**src/ssm_pkg.sv**
```systemverilog
// Purpose: shared constants and types for the synchronous serial master transmitter
// Assumes: 32-bit AXI4-Lite register access, one register per aligned word
// Notes:   offsets are byte addresses; field positions index the control and status words
package ssm_pkg;

	// register byte offsets
	localparam logic [3:0] SSM_OFS_CTRL   = 4'h0;
	localparam logic [3:0] SSM_OFS_DIV    = 4'h4;
	localparam logic [3:0] SSM_OFS_TXDATA = 4'h8;
	localparam logic [3:0] SSM_OFS_STATUS = 4'hC;
	localparam int         SSM_ADDR_W     = 4;

	// control word bit positions
	localparam int SSM_B_SYNC   = 0;
	localparam int SSM_B_MASTER = 1;
	localparam int SSM_B_SRXEN  = 2;
	localparam int SSM_B_CRXEN  = 3;
	localparam int SSM_B_PORTEN = 4;
	localparam int SSM_B_IDLPOL = 5;
	localparam int SSM_B_TXON   = 6;
	localparam int SSM_B_NINEEN = 7;
	localparam int SSM_B_NINEV  = 8;
	localparam int SSM_B_HIRATE = 9;
	localparam int SSM_B_WIDDIV = 10;
	localparam int SSM_B_TXIRQ  = 11;
	localparam int SSM_B_GLBIRQ = 12;
	localparam int SSM_B_PERGT  = 13;
	localparam int SSM_CTRL_W   = 14;

	// status word bit positions
	localparam int SSM_S_TXBE   = 0;
	localparam int SSM_S_BUSY   = 1;
	localparam int SSM_S_IRQ    = 2;
	localparam int SSM_S_DTLVL  = 3;
	localparam int SSM_S_CKLVL  = 4;

	// reset values and bus answers
	localparam logic [SSM_CTRL_W-1:0] SSM_CTRL_RST = 14'h0000;
	localparam logic [15:0]           SSM_DIV_RST  = 16'h0000;
	localparam logic [1:0]            SSM_RESP_OK  = 2'h0;
	localparam logic [1:0]            SSM_RESP_ERR = 2'h2;

	// character lengths
	localparam logic [3:0] SSM_LEN8 = 4'h8;
	localparam logic [3:0] SSM_LEN9 = 4'h9;

	typedef struct packed {
		logic peripheral_irq_gate;
		logic global_irq_enable;
		logic transmit_interrupt_enable;
		logic wide_divisor_select;
		logic high_rate_select;
		logic ninth_transmit_bit_value;
		logic ninth_bit_transmit_enable;
		logic transmit_enable;
		logic clock_idle_polarity;
		logic serial_port_enable;
		logic continuous_receive_enable;
		logic single_receive_enable;
		logic clock_source_master_select;
		logic sync_mode_select;
	} ssm_ctrl_t;

	typedef enum logic [1:0] {
		SSM_IDLE,
		SSM_LEAD,
		SSM_TRAIL
	} ssm_state_t;

endpackage

```
**src/ssm_tx.sv**
```systemverilog
// Purpose: synchronous master transmitter of the enhanced serial port, AXI4-Lite slave
// Assumes: aclk 10 MHz, synchronous active-low reset, pins resolved by the bench
// Notes:   receive paths are not built; receive enables turn the data driver off and keep the master clock driver on
//
// Overview of operation
// - synchronous frames carry only data bits, no start or stop bits
// - one shared data line: half-duplex, never send and receive together
// - sync select 1 gives synchronous mode; clock source 1 makes us master
// - both receive enables 0 means transmit; either set means receive
// - serial port enable switches the port on; cleared it stays inactive
// - master drives clock pin; its driver turns on when sync tx or rx set
// - exactly one clock cycle per data bit, none extra
// - data changes on leading edge, holds through trailing edge
// - idle polarity 1: clock idles high, data changes on falling edge
// - idle polarity 0: clock idles low, data changes on rising edge
// - master transmit drives data pin; data and clock drivers both enabled
// - writing the holding buffer starts a transmission
// - new character waits in holding buffer while shifter still busy
// - empty shifter loads at once from buffer; shifting starts right after
// - the shift register is not in the register map
// - divisor and rate bits are set before a character is loaded
// - transmitting needs the transmit enable bit set
// - ninth-bit enable makes each character nine bits long
// - ninth bit value comes from its own control bit, set before writing
// - transmit interrupt needs its enable, global enable and peripheral gate
`timescale 1ns/1ps
module ssm_tx
	import ssm_pkg::*;
#(
	parameter int DIV_W = 16
) (
	// clock and reset
	input  wire logic                   aclk,
	input  wire logic                   aresetn,
	// axi4-lite write address
	input  wire logic [SSM_ADDR_W-1:0]  s_axi_awaddr,
	input  wire logic                   s_axi_awvalid,
	output logic                        s_axi_awready,
	// axi4-lite write data
	input  wire logic [31:0]            s_axi_wdata,
	input  wire logic [3:0]             s_axi_wstrb,
	input  wire logic                   s_axi_wvalid,
	output logic                        s_axi_wready,
	// axi4-lite write response
	output logic [1:0]                  s_axi_bresp,
	output logic                        s_axi_bvalid,
	input  wire logic                   s_axi_bready,
	// axi4-lite read address
	input  wire logic [SSM_ADDR_W-1:0]  s_axi_araddr,
	input  wire logic                   s_axi_arvalid,
	output logic                        s_axi_arready,
	// axi4-lite read data
	output logic [31:0]                 s_axi_rdata,
	output logic [1:0]                  s_axi_rresp,
	output logic                        s_axi_rvalid,
	input  wire logic                   s_axi_rready,
	// clock line pin
	input  wire logic                   clock_line_pin_i,
	output logic                        clock_line_pin_o,
	output logic                        clock_line_pin_oe_n,
	// data line pin
	input  wire logic                   data_line_pin_i,
	output logic                        data_line_pin_o,
	output logic                        data_line_pin_oe_n,
	// gated transmit interrupt
	output logic                        tx_irq
);

	// elaboration check: divisor needs a high byte and must fit a 16-bit field
	if (DIV_W < 9 || DIV_W > 16) begin : g_bad_div
		$error("ssm_tx: DIV_W must be 9..16");
	end

	// elaboration check: the control struct must match the control word width
	if ($bits(ssm_ctrl_t) != SSM_CTRL_W) begin : g_bad_ctrl
		$error("ssm_tx: control struct width mismatch");
	end

	// registers
	ssm_ctrl_t              ctrl_ff;
	logic [DIV_W-1:0]       div_ff;
	logic [8:0]             hold_ff;      // transmit_holding_buffer, ninth bit captured on write
	logic                   hold_full_ff;
	logic [8:0]             shift_ff;     // transmit_shift_register, not mapped
	logic [3:0]             bits_left_ff;
	logic [DIV_W:0]         half_cnt_ff;
	ssm_state_t             state_ff;

	// pin synchronisers
	logic                   dt_meta_ff, dt_sync_ff;
	logic                   ck_meta_ff, ck_sync_ff;

	// axi bookkeeping
	logic                   aw_have_ff, w_have_ff;
	logic [SSM_ADDR_W-1:0]  aw_addr_ff;
	logic [31:0]            w_data_ff;
	logic [3:0]             w_strb_ff;

	// derived modes
	logic                   port_on, master_on, rx_cfg, tx_mode, drv_clk;
	logic                   load_shift, wr_fire, wr_tx, half_done;
	logic                   bit_end, last_bit;
	logic [DIV_W:0]         half_len;
	logic [8:0]             nxt_hold;

	assign port_on   = ctrl_ff.serial_port_enable;
	assign master_on = port_on & ctrl_ff.sync_mode_select
	                 & ctrl_ff.clock_source_master_select;
	assign rx_cfg    = ctrl_ff.single_receive_enable | ctrl_ff.continuous_receive_enable;
	assign tx_mode   = master_on & ~rx_cfg & ctrl_ff.transmit_enable;
	assign drv_clk   = master_on & (rx_cfg | ctrl_ff.transmit_enable);

	// high_rate_select has no effect on the synchronous clock; narrow mode uses low byte
	assign half_len  = ctrl_ff.wide_divisor_select
	                 ? {1'b0, div_ff} + 1'b1
	                 : {{(DIV_W-7){1'b0}}, div_ff[7:0]} + 1'b1;
	assign half_done = (half_cnt_ff >= half_len - 1'b1);

	// write side: both address and data latched, response slot free
	assign wr_fire   = aw_have_ff & w_have_ff & ~s_axi_bvalid;
	assign wr_tx     = wr_fire & (aw_addr_ff == SSM_OFS_TXDATA) & w_strb_ff[0];
	assign nxt_hold  = {ctrl_ff.ninth_transmit_bit_value, w_data_ff[7:0]};
	assign load_shift = tx_mode & hold_full_ff & (state_ff == SSM_IDLE);
	// end of a trailing half marks one bit gone
	assign bit_end    = tx_mode & (state_ff == SSM_TRAIL) & half_done;
	assign last_bit   = (bits_left_ff == 4'h1);

	// two-flop synchronisers for the pin inputs
	always_ff @(posedge aclk) begin
		if (!aresetn) begin
			dt_meta_ff <= 1'b0;
			dt_sync_ff <= 1'b0;
			ck_meta_ff <= 1'b0;
			ck_sync_ff <= 1'b0;
		end else begin
			dt_meta_ff <= data_line_pin_i;
			dt_sync_ff <= dt_meta_ff;
			ck_meta_ff <= clock_line_pin_i;
			ck_sync_ff <= ck_meta_ff;
		end
	end

	// write address capture
	always_ff @(posedge aclk) begin
		if (!aresetn) begin
			aw_have_ff    <= 1'b0;
			aw_addr_ff    <= '0;
			s_axi_awready <= 1'b0;
		end else begin
			if (s_axi_awvalid && s_axi_awready) begin
				aw_have_ff <= 1'b1;
				aw_addr_ff <= s_axi_awaddr;
			end else if (wr_fire) begin
				aw_have_ff <= 1'b0;
			end
			// one-cycle ready, lowered after each acceptance
			s_axi_awready <= ~aw_have_ff & ~s_axi_awready & ~(s_axi_awvalid & s_axi_awready) & s_axi_awvalid;
		end
	end

	// write data capture
	always_ff @(posedge aclk) begin
		if (!aresetn) begin
			w_have_ff    <= 1'b0;
			w_data_ff    <= '0;
			w_strb_ff    <= '0;
			s_axi_wready <= 1'b0;
		end else begin
			if (s_axi_wvalid && s_axi_wready) begin
				w_have_ff <= 1'b1;
				w_data_ff <= s_axi_wdata;
				w_strb_ff <= s_axi_wstrb;
			end else if (wr_fire) begin
				w_have_ff <= 1'b0;
			end
			s_axi_wready <= ~w_have_ff & ~s_axi_wready & s_axi_wvalid;
		end
	end

	// write response; unmapped offsets answer slverr
	always_ff @(posedge aclk) begin
		if (!aresetn) begin
			s_axi_bvalid <= 1'b0;
			s_axi_bresp  <= SSM_RESP_OK;
		end else if (wr_fire) begin
			s_axi_bvalid <= 1'b1;
			s_axi_bresp  <= (aw_addr_ff[1:0] != 2'h0) ? SSM_RESP_ERR : SSM_RESP_OK;
		end else if (s_axi_bready) begin
			s_axi_bvalid <= 1'b0;
		end
	end

	// control register, byte enables honoured
	always_ff @(posedge aclk) begin
		if (!aresetn) begin
			ctrl_ff <= SSM_CTRL_RST;
		end else if (wr_fire && aw_addr_ff == SSM_OFS_CTRL) begin
			if (w_strb_ff[0])
				ctrl_ff[7:0] <= w_data_ff[7:0];
			if (w_strb_ff[1])
				ctrl_ff[SSM_CTRL_W-1:8] <= w_data_ff[SSM_CTRL_W-1:8];
		end
	end

	// divisor register; narrow mode only uses the low byte
	always_ff @(posedge aclk) begin
		if (!aresetn) begin
			div_ff <= SSM_DIV_RST[DIV_W-1:0];
		end else if (wr_fire && aw_addr_ff == SSM_OFS_DIV) begin
			if (w_strb_ff[0])
				div_ff[7:0] <= w_data_ff[7:0];
			if (w_strb_ff[1])
				div_ff[DIV_W-1:8] <= w_data_ff[DIV_W-1:8];
		end
	end

	// holding buffer: a write in the hand-off cycle wins over the clear
	always_ff @(posedge aclk) begin
		if (!aresetn) begin
			hold_ff      <= '0;
			hold_full_ff <= 1'b0;
		end else if (!port_on) begin
			hold_full_ff <= 1'b0;
		end else if (wr_tx) begin
			hold_ff      <= nxt_hold;
			hold_full_ff <= 1'b1;
		end else if (load_shift) begin
			hold_full_ff <= 1'b0;
		end
	end

	// half-period counter; restarts at every phase boundary and while idle
	always_ff @(posedge aclk) begin
		if (!aresetn) begin
			half_cnt_ff <= '0;
		end else if (!tx_mode || state_ff == SSM_IDLE || half_done) begin
			half_cnt_ff <= '0;
		end else begin
			half_cnt_ff <= half_cnt_ff + 1'b1;
		end
	end

	// phase sequencer; dropping out of transmit aborts the character in flight
	always_ff @(posedge aclk) begin
		if (!aresetn) begin
			state_ff <= SSM_IDLE;
		end else if (!tx_mode) begin
			state_ff <= SSM_IDLE;
		end else begin
			unique case (state_ff)
				SSM_IDLE: begin
					if (load_shift)
						state_ff <= SSM_LEAD;
				end
				SSM_LEAD: begin
					// leading half over: clock returns to idle, data stays put
					if (half_done)
						state_ff <= SSM_TRAIL;
				end
				SSM_TRAIL: begin
					// stop after the last bit; no extra clock cycles
					if (half_done)
						state_ff <= last_bit ? SSM_IDLE : SSM_LEAD;
				end
			endcase
		end
	end

	// bit counter: data bits only, no start or stop framing
	always_ff @(posedge aclk) begin
		if (!aresetn) begin
			bits_left_ff <= '0;
		end else if (!tx_mode) begin
			bits_left_ff <= '0;
		end else if (load_shift) begin
			bits_left_ff <= ctrl_ff.ninth_bit_transmit_enable ? SSM_LEN9 : SSM_LEN8;
		end else if (bit_end) begin
			bits_left_ff <= bits_left_ff - 1'b1;
		end
	end

	// transmit_shift_register: loaded from the buffer, emptied lsb first
	always_ff @(posedge aclk) begin
		if (!aresetn) begin
			shift_ff <= '0;
		end else if (load_shift) begin
			shift_ff <= hold_ff;
		end else if (bit_end) begin
			shift_ff <= {1'b0, shift_ff[8:1]};
		end
	end

	// clock pin: the leading edge leaves together with the new data bit
	always_ff @(posedge aclk) begin
		if (!aresetn) begin
			clock_line_pin_o    <= 1'b0;
			clock_line_pin_oe_n <= 1'b1;
		end else begin
			// active phase flips the idle level set by polarity
			clock_line_pin_o    <= ctrl_ff.clock_idle_polarity ^ (state_ff == SSM_LEAD);
			clock_line_pin_oe_n <= ~drv_clk;
		end
	end

	// data pin: moves only in the leading phase, so it never changes without a clock edge;
	// between characters it keeps the last bit rather than leaking the emptied shifter
	always_ff @(posedge aclk) begin
		if (!aresetn) begin
			data_line_pin_o    <= 1'b0;
			data_line_pin_oe_n <= 1'b1;
		end else begin
			if (state_ff == SSM_LEAD)
				data_line_pin_o <= shift_ff[0];
			// receive configured releases the data line, keeping it half-duplex
			data_line_pin_oe_n <= ~tx_mode;
		end
	end

	// gated transmit interrupt
	always_ff @(posedge aclk) begin
		if (!aresetn)
			tx_irq <= 1'b0;
		else
			tx_irq <= ~hold_full_ff & tx_mode & ctrl_ff.transmit_interrupt_enable
			        & ctrl_ff.global_irq_enable & ctrl_ff.peripheral_irq_gate;
	end

	// read address ready: one-cycle pulse, held off while an answer waits
	always_ff @(posedge aclk) begin
		if (!aresetn)
			s_axi_arready <= 1'b0;
		else
			s_axi_arready <= ~s_axi_rvalid & ~s_axi_arready & s_axi_arvalid;
	end

	// read channel; the shifter has no offset of its own
	always_ff @(posedge aclk) begin
		if (!aresetn) begin
			s_axi_rvalid  <= 1'b0;
			s_axi_rdata   <= '0;
			s_axi_rresp   <= SSM_RESP_OK;
		end else begin
			if (s_axi_arvalid && s_axi_arready) begin
				s_axi_rvalid <= 1'b1;
				s_axi_rresp  <= SSM_RESP_OK;
				s_axi_rdata  <= '0;
				unique case (s_axi_araddr)
					SSM_OFS_CTRL:   s_axi_rdata[SSM_CTRL_W-1:0] <= ctrl_ff;
					SSM_OFS_DIV:    s_axi_rdata[DIV_W-1:0] <= div_ff;
					SSM_OFS_TXDATA: s_axi_rdata <= '0;
					SSM_OFS_STATUS: begin
						s_axi_rdata[SSM_S_TXBE]  <= ~hold_full_ff;
						s_axi_rdata[SSM_S_BUSY]  <= (state_ff != SSM_IDLE);
						s_axi_rdata[SSM_S_IRQ]   <= tx_irq;
						s_axi_rdata[SSM_S_DTLVL] <= dt_sync_ff;
						s_axi_rdata[SSM_S_CKLVL] <= ck_sync_ff;
					end
					default:        s_axi_rresp <= SSM_RESP_ERR;
				endcase
			end else if (s_axi_rready) begin
				s_axi_rvalid <= 1'b0;
			end
		end
	end

endmodule

```
**config.mk**
```make
export PLATFORM = sky130hd
export DESIGN_NAME = ssm_tx
export DESIGN_NICKNAME = d
export VERILOG_FILES = /design/src/ssm_pkg.sv /design/src/ssm_tx.sv
export SDC_FILE = /design/constraint.sdc
export NUM_CORES = 1
export LEC_CHECK = 0
export ABC_AREA = 1
export BUFFER_PORTS_ARGS = -buffer_cell sky130_fd_sc_hd__buf_4
export CAP_MARGIN = 15
export CORE_AREA = 2 2 124 126
export CTS_CLUSTER_SIZE = 20
export DETAILED_ROUTE_END_ITERATION = 8
export DIE_AREA = 0 0 126 128
export GPL_TIMING_DRIVEN = 0
export MAX_ROUTING_LAYER = met4
export PLACE_DENSITY = 0.64
export SETUP_SLACK_MARGIN = 0.2
export SLEW_MARGIN = 20
export SYNTH_ARGS = -nofsm -noshare
export SYNTH_HDL_FRONTEND = slang
export SYNTH_SLANG_ARGS = --single-unit
export TNS_END_PERCENT = 20
```
**constraint.sdc**
```tcl
create_clock -name aclk -period 8.9 [get_ports aclk]
set_input_delay 1.78 -clock aclk [delete_from_list [all_inputs] [get_ports aclk]]
set_output_delay 1.78 -clock aclk [all_outputs]
set_load 0.01 [all_outputs]
```
==> reports/qor.yml <==
total_power_mw: 1.35
synth.avg_cell_area_sq_um: 7.20
p_leak_nw: 3.44
yosys-top-cells-area: "dfxtp_1, nand2_1, nor2_1"
synth-edff-count: 0
synthDistinctLibCells: 44
grt_overflow: 0
dieArea_sq_um: 16100
dr.pass1.iters: 5
max_stage_delay_ns: 0.53
layout.nets: 1074
drcViolationCount: 0
grt_pass1_wl_um: 26500
yosys_warnings: 0
ir_drop_mv: 0.139
synth_ff_type: "dfxtp_1"
tightest_slew_ns: 0.613
syn_area_sq_um: 6490
routed_via_density: 4.85
yosysSeqAreaShare_pct: 39.5
ant_nets: 0
required_ns: 9.21
timing.final.crit_share_pct: 41.4
clock_path_buffers: 2
cp_top_family: "simple AND/OR/NAND/NOR gates"
postCtsSetupBuffers: 0
cpMostUsedCell: "nand3_1"
grt_usage_pct: 21.1
cts_tree: "done"
dieWidth_um: 126
grt_max_degree: 17
insertedDiodeCount: 0
ctsResizeCount: 0
cts_max_level: 4
synth_top_cell_by_area: "dfxtp_1"
power_density_nw_per_um2: 172
holdWs_ns: 0.413
fp.dieH_um: 128
yosys-top-cells-count: "nand2_1, dfxtp_1, nor2_1, inv_1, o21ai_0"
wire_per_inst_um: 13.3
ios: 99
max_freq_mhz: 272
cts_buffers: 17
regArea_sq_um: 2560
setup_viol: 0
clkSlewWorstSetupHoldPaths_ns: 0.06
area_delta_synth_final_pct: 20.7
netlist.area_leader.share_pct: 39.5
hold_path_class: "flop to flop"
slew_headroom_pct: 58.8
critPathBufInv: 2
outcome: "completed"
max_cap_violations: 0
clock_latency_ns: 0.42
path_class: "flop to flop"
nFillCells: 1551
vias: 5819
finalCriticalPeriod_ns: 3.68
hpwlAfterDp_um: 12300
worstPathMaxFanout: 10
ctsHoldBuffers: 0
rsz0062_at_grt: "no"
start_util_pct: 43.7
worstPathArrival_ns: 3.99
slowest_stage: "dfxtp_1"
place.gp.congestion: 0.865
drv_slew: 0
antenna_found_initial: 0
worstPathCellList: "ha_1 > or2_0 > nor2_2 > nand3_1 > nor2_2 > nand2_2 > nor2_4 > nand3_1 > nand2_1 > nand2_1 > ha_1 > nand2_1 > nor2_1 > inv_1 > a21oi_1 > nor2_1 > nand3_1 > buf_4 > nand3_1 > o21ai_0 > nor2_1"
yosysMostFrequentCell: "nand2_1"
dp.cells: 1168
grt_pass1_vias: 5445
fin_cells: 1199
portBuffers: 61
finClkSkew_ns: 0.0104
fp-row-count: 45
synth-seq-cells: 128
wirelength_um: 16000
multi_input_area_sq_um: 3290
synthArstFlopShare_pct: 0
core_area_sq_um: 14900
cts.sinks: 128
drt_iter0_drc: 325
drive_above_1_share_pct: 15.9
finalHoldViolCount: 0
worstSetupStartpointType: "flop"
syn_inst: 902
endpoint_kind: "flop"
cts-root-buf: "clkbuf_16"
final.setup.tns_ns: 0
-- logic make-up after synthesis --
kind of cell,synth area share (%)
simple gates,29.2
compound gates,13.9
buf+inv,10.8
flops,39.5
fa+ha+maj,4.24
xor+xnor,2.41
other cells,0.0578
-- layer usage --
metal | global-route usage, % | share of wire (%)
met5 | - | 0
met2 | 34.5 | 47
met3 | 4.63 | 3.4
met4 | 6.66 | 1.9
met1 | 26.3 | 47
-- sequential cells by signal, summed over array words and instances (netlist names), 2 cells and up --
register,count
w_strb_ff,2
bits_left_ff,4
aw_addr_ff,4
ctrl_ff,13
half_cnt_ff,17
state_ff,2
w_data_ff,16
hold_ff,9
div_ff,16
shift_ff,9
s_axi_rdata,16
-- cells in the final DEF (no fill, tap or decap), types with 2 or more instances in the layout --
cell type and instances:
a21oi_1 71, a31oi_1 3, and3_1 2, buf_1 2, buf_2 5, buf_4 80
buf_6 2, bufinv_16 2, clkbuf_1 20, clkbuf_16 17, clkbuf_8 2, clkinv_1 2
clkinv_2 3, clkinv_4 2, clkinvlp_4 4, conb_1 18, dfxtp_1 128, ha_1 22
inv_1 106, inv_2 3, inv_6 2, nand2_1 169, nand2_2 8, nand2_4 2
nand3_1 56, nand3_2 5, nand4_1 13, nor2_1 113, nor2_2 7, nor2_4 7
nor3_1 12, nor3_2 2, nor3_4 3, o21ai_0 75, o221ai_1 14, xnor2_1 9
xor2_1 7
-- final cells by class --
cell class / count / share of cell area (%)
clock buffers: 19 / 5.78
flip-flops and latches: 128 / 32.7
inverters: 113 / 5.46
plain buffers: 48 / 3.48
well taps: 188 / 3.00
repair buffers: 61 / 5.84
multi-input cells: 630 / 42.0
clock inverters: 12 / 1.72
-- per-stage QoR --
step                      worst slack [ns]  utilization, %  cell area (sq um)
final                                 5.22            52.7               7840
after global routing                  4.81            52.7               7840
after CTS                             5.15            52.7               7840
after detailed placement              5.17            48.8               7250
after global placement                5.22            48.8               7250
after floorplan                       5.78               -               6560
-- worst register-to-register path, stage by stage (launching register included) --
cell,delay [ns]
dfxtp_1,0.53
ha_1,0.33
or2_0,0.25
nor2_2,0.14
nand3_1,0.15
nor2_2,0.15
nand2_2,0.10
nor2_4,0.13
nand3_1,0.09
nand2_1,0.06
nand2_1,0.06
ha_1,0.27
nand2_1,0.05
nor2_1,0.22
inv_1,0.06
a21oi_1,0.15
nor2_1,0.10
nand3_1,0.17
buf_4,0.23
nand3_1,0.11
o21ai_0,0.17
nor2_1,0.05
-- power by group --
| part | switching (mW) | internal [mW] | total (mW) |
|---|---|---|---|
| Combinational | 0.0353 | 0.0292 | 0.0645 |
| Clock | 0.265 | 0.426 | 0.692 |
| Sequential | 0.00807 | 0.583 | 0.592 |
-- final timing paths --
check | startpoint | end | slack [ns] | cells past startpoint
setup / recovery | div_ff[0]$_SDFFE_PN0P_ | bits_left_ff[2]$_SDFFE_PN0P_ | 5.22 | 21
hold reg to reg | ck_meta_ff$_SDFF_PN0_ | ck_sync_ff$_SDFF_PN0_ | 0.41 | 2
setup reg to reg | div_ff[0]$_SDFFE_PN0P_ | bits_left_ff[2]$_SDFFE_PN0P_ | 5.22 | 21
hold / removal | ck_meta_ff$_SDFF_PN0_ | ck_sync_ff$_SDFF_PN0_ | 0.41 | 2
Note: power is estimated with default switching activity, not from simulation.
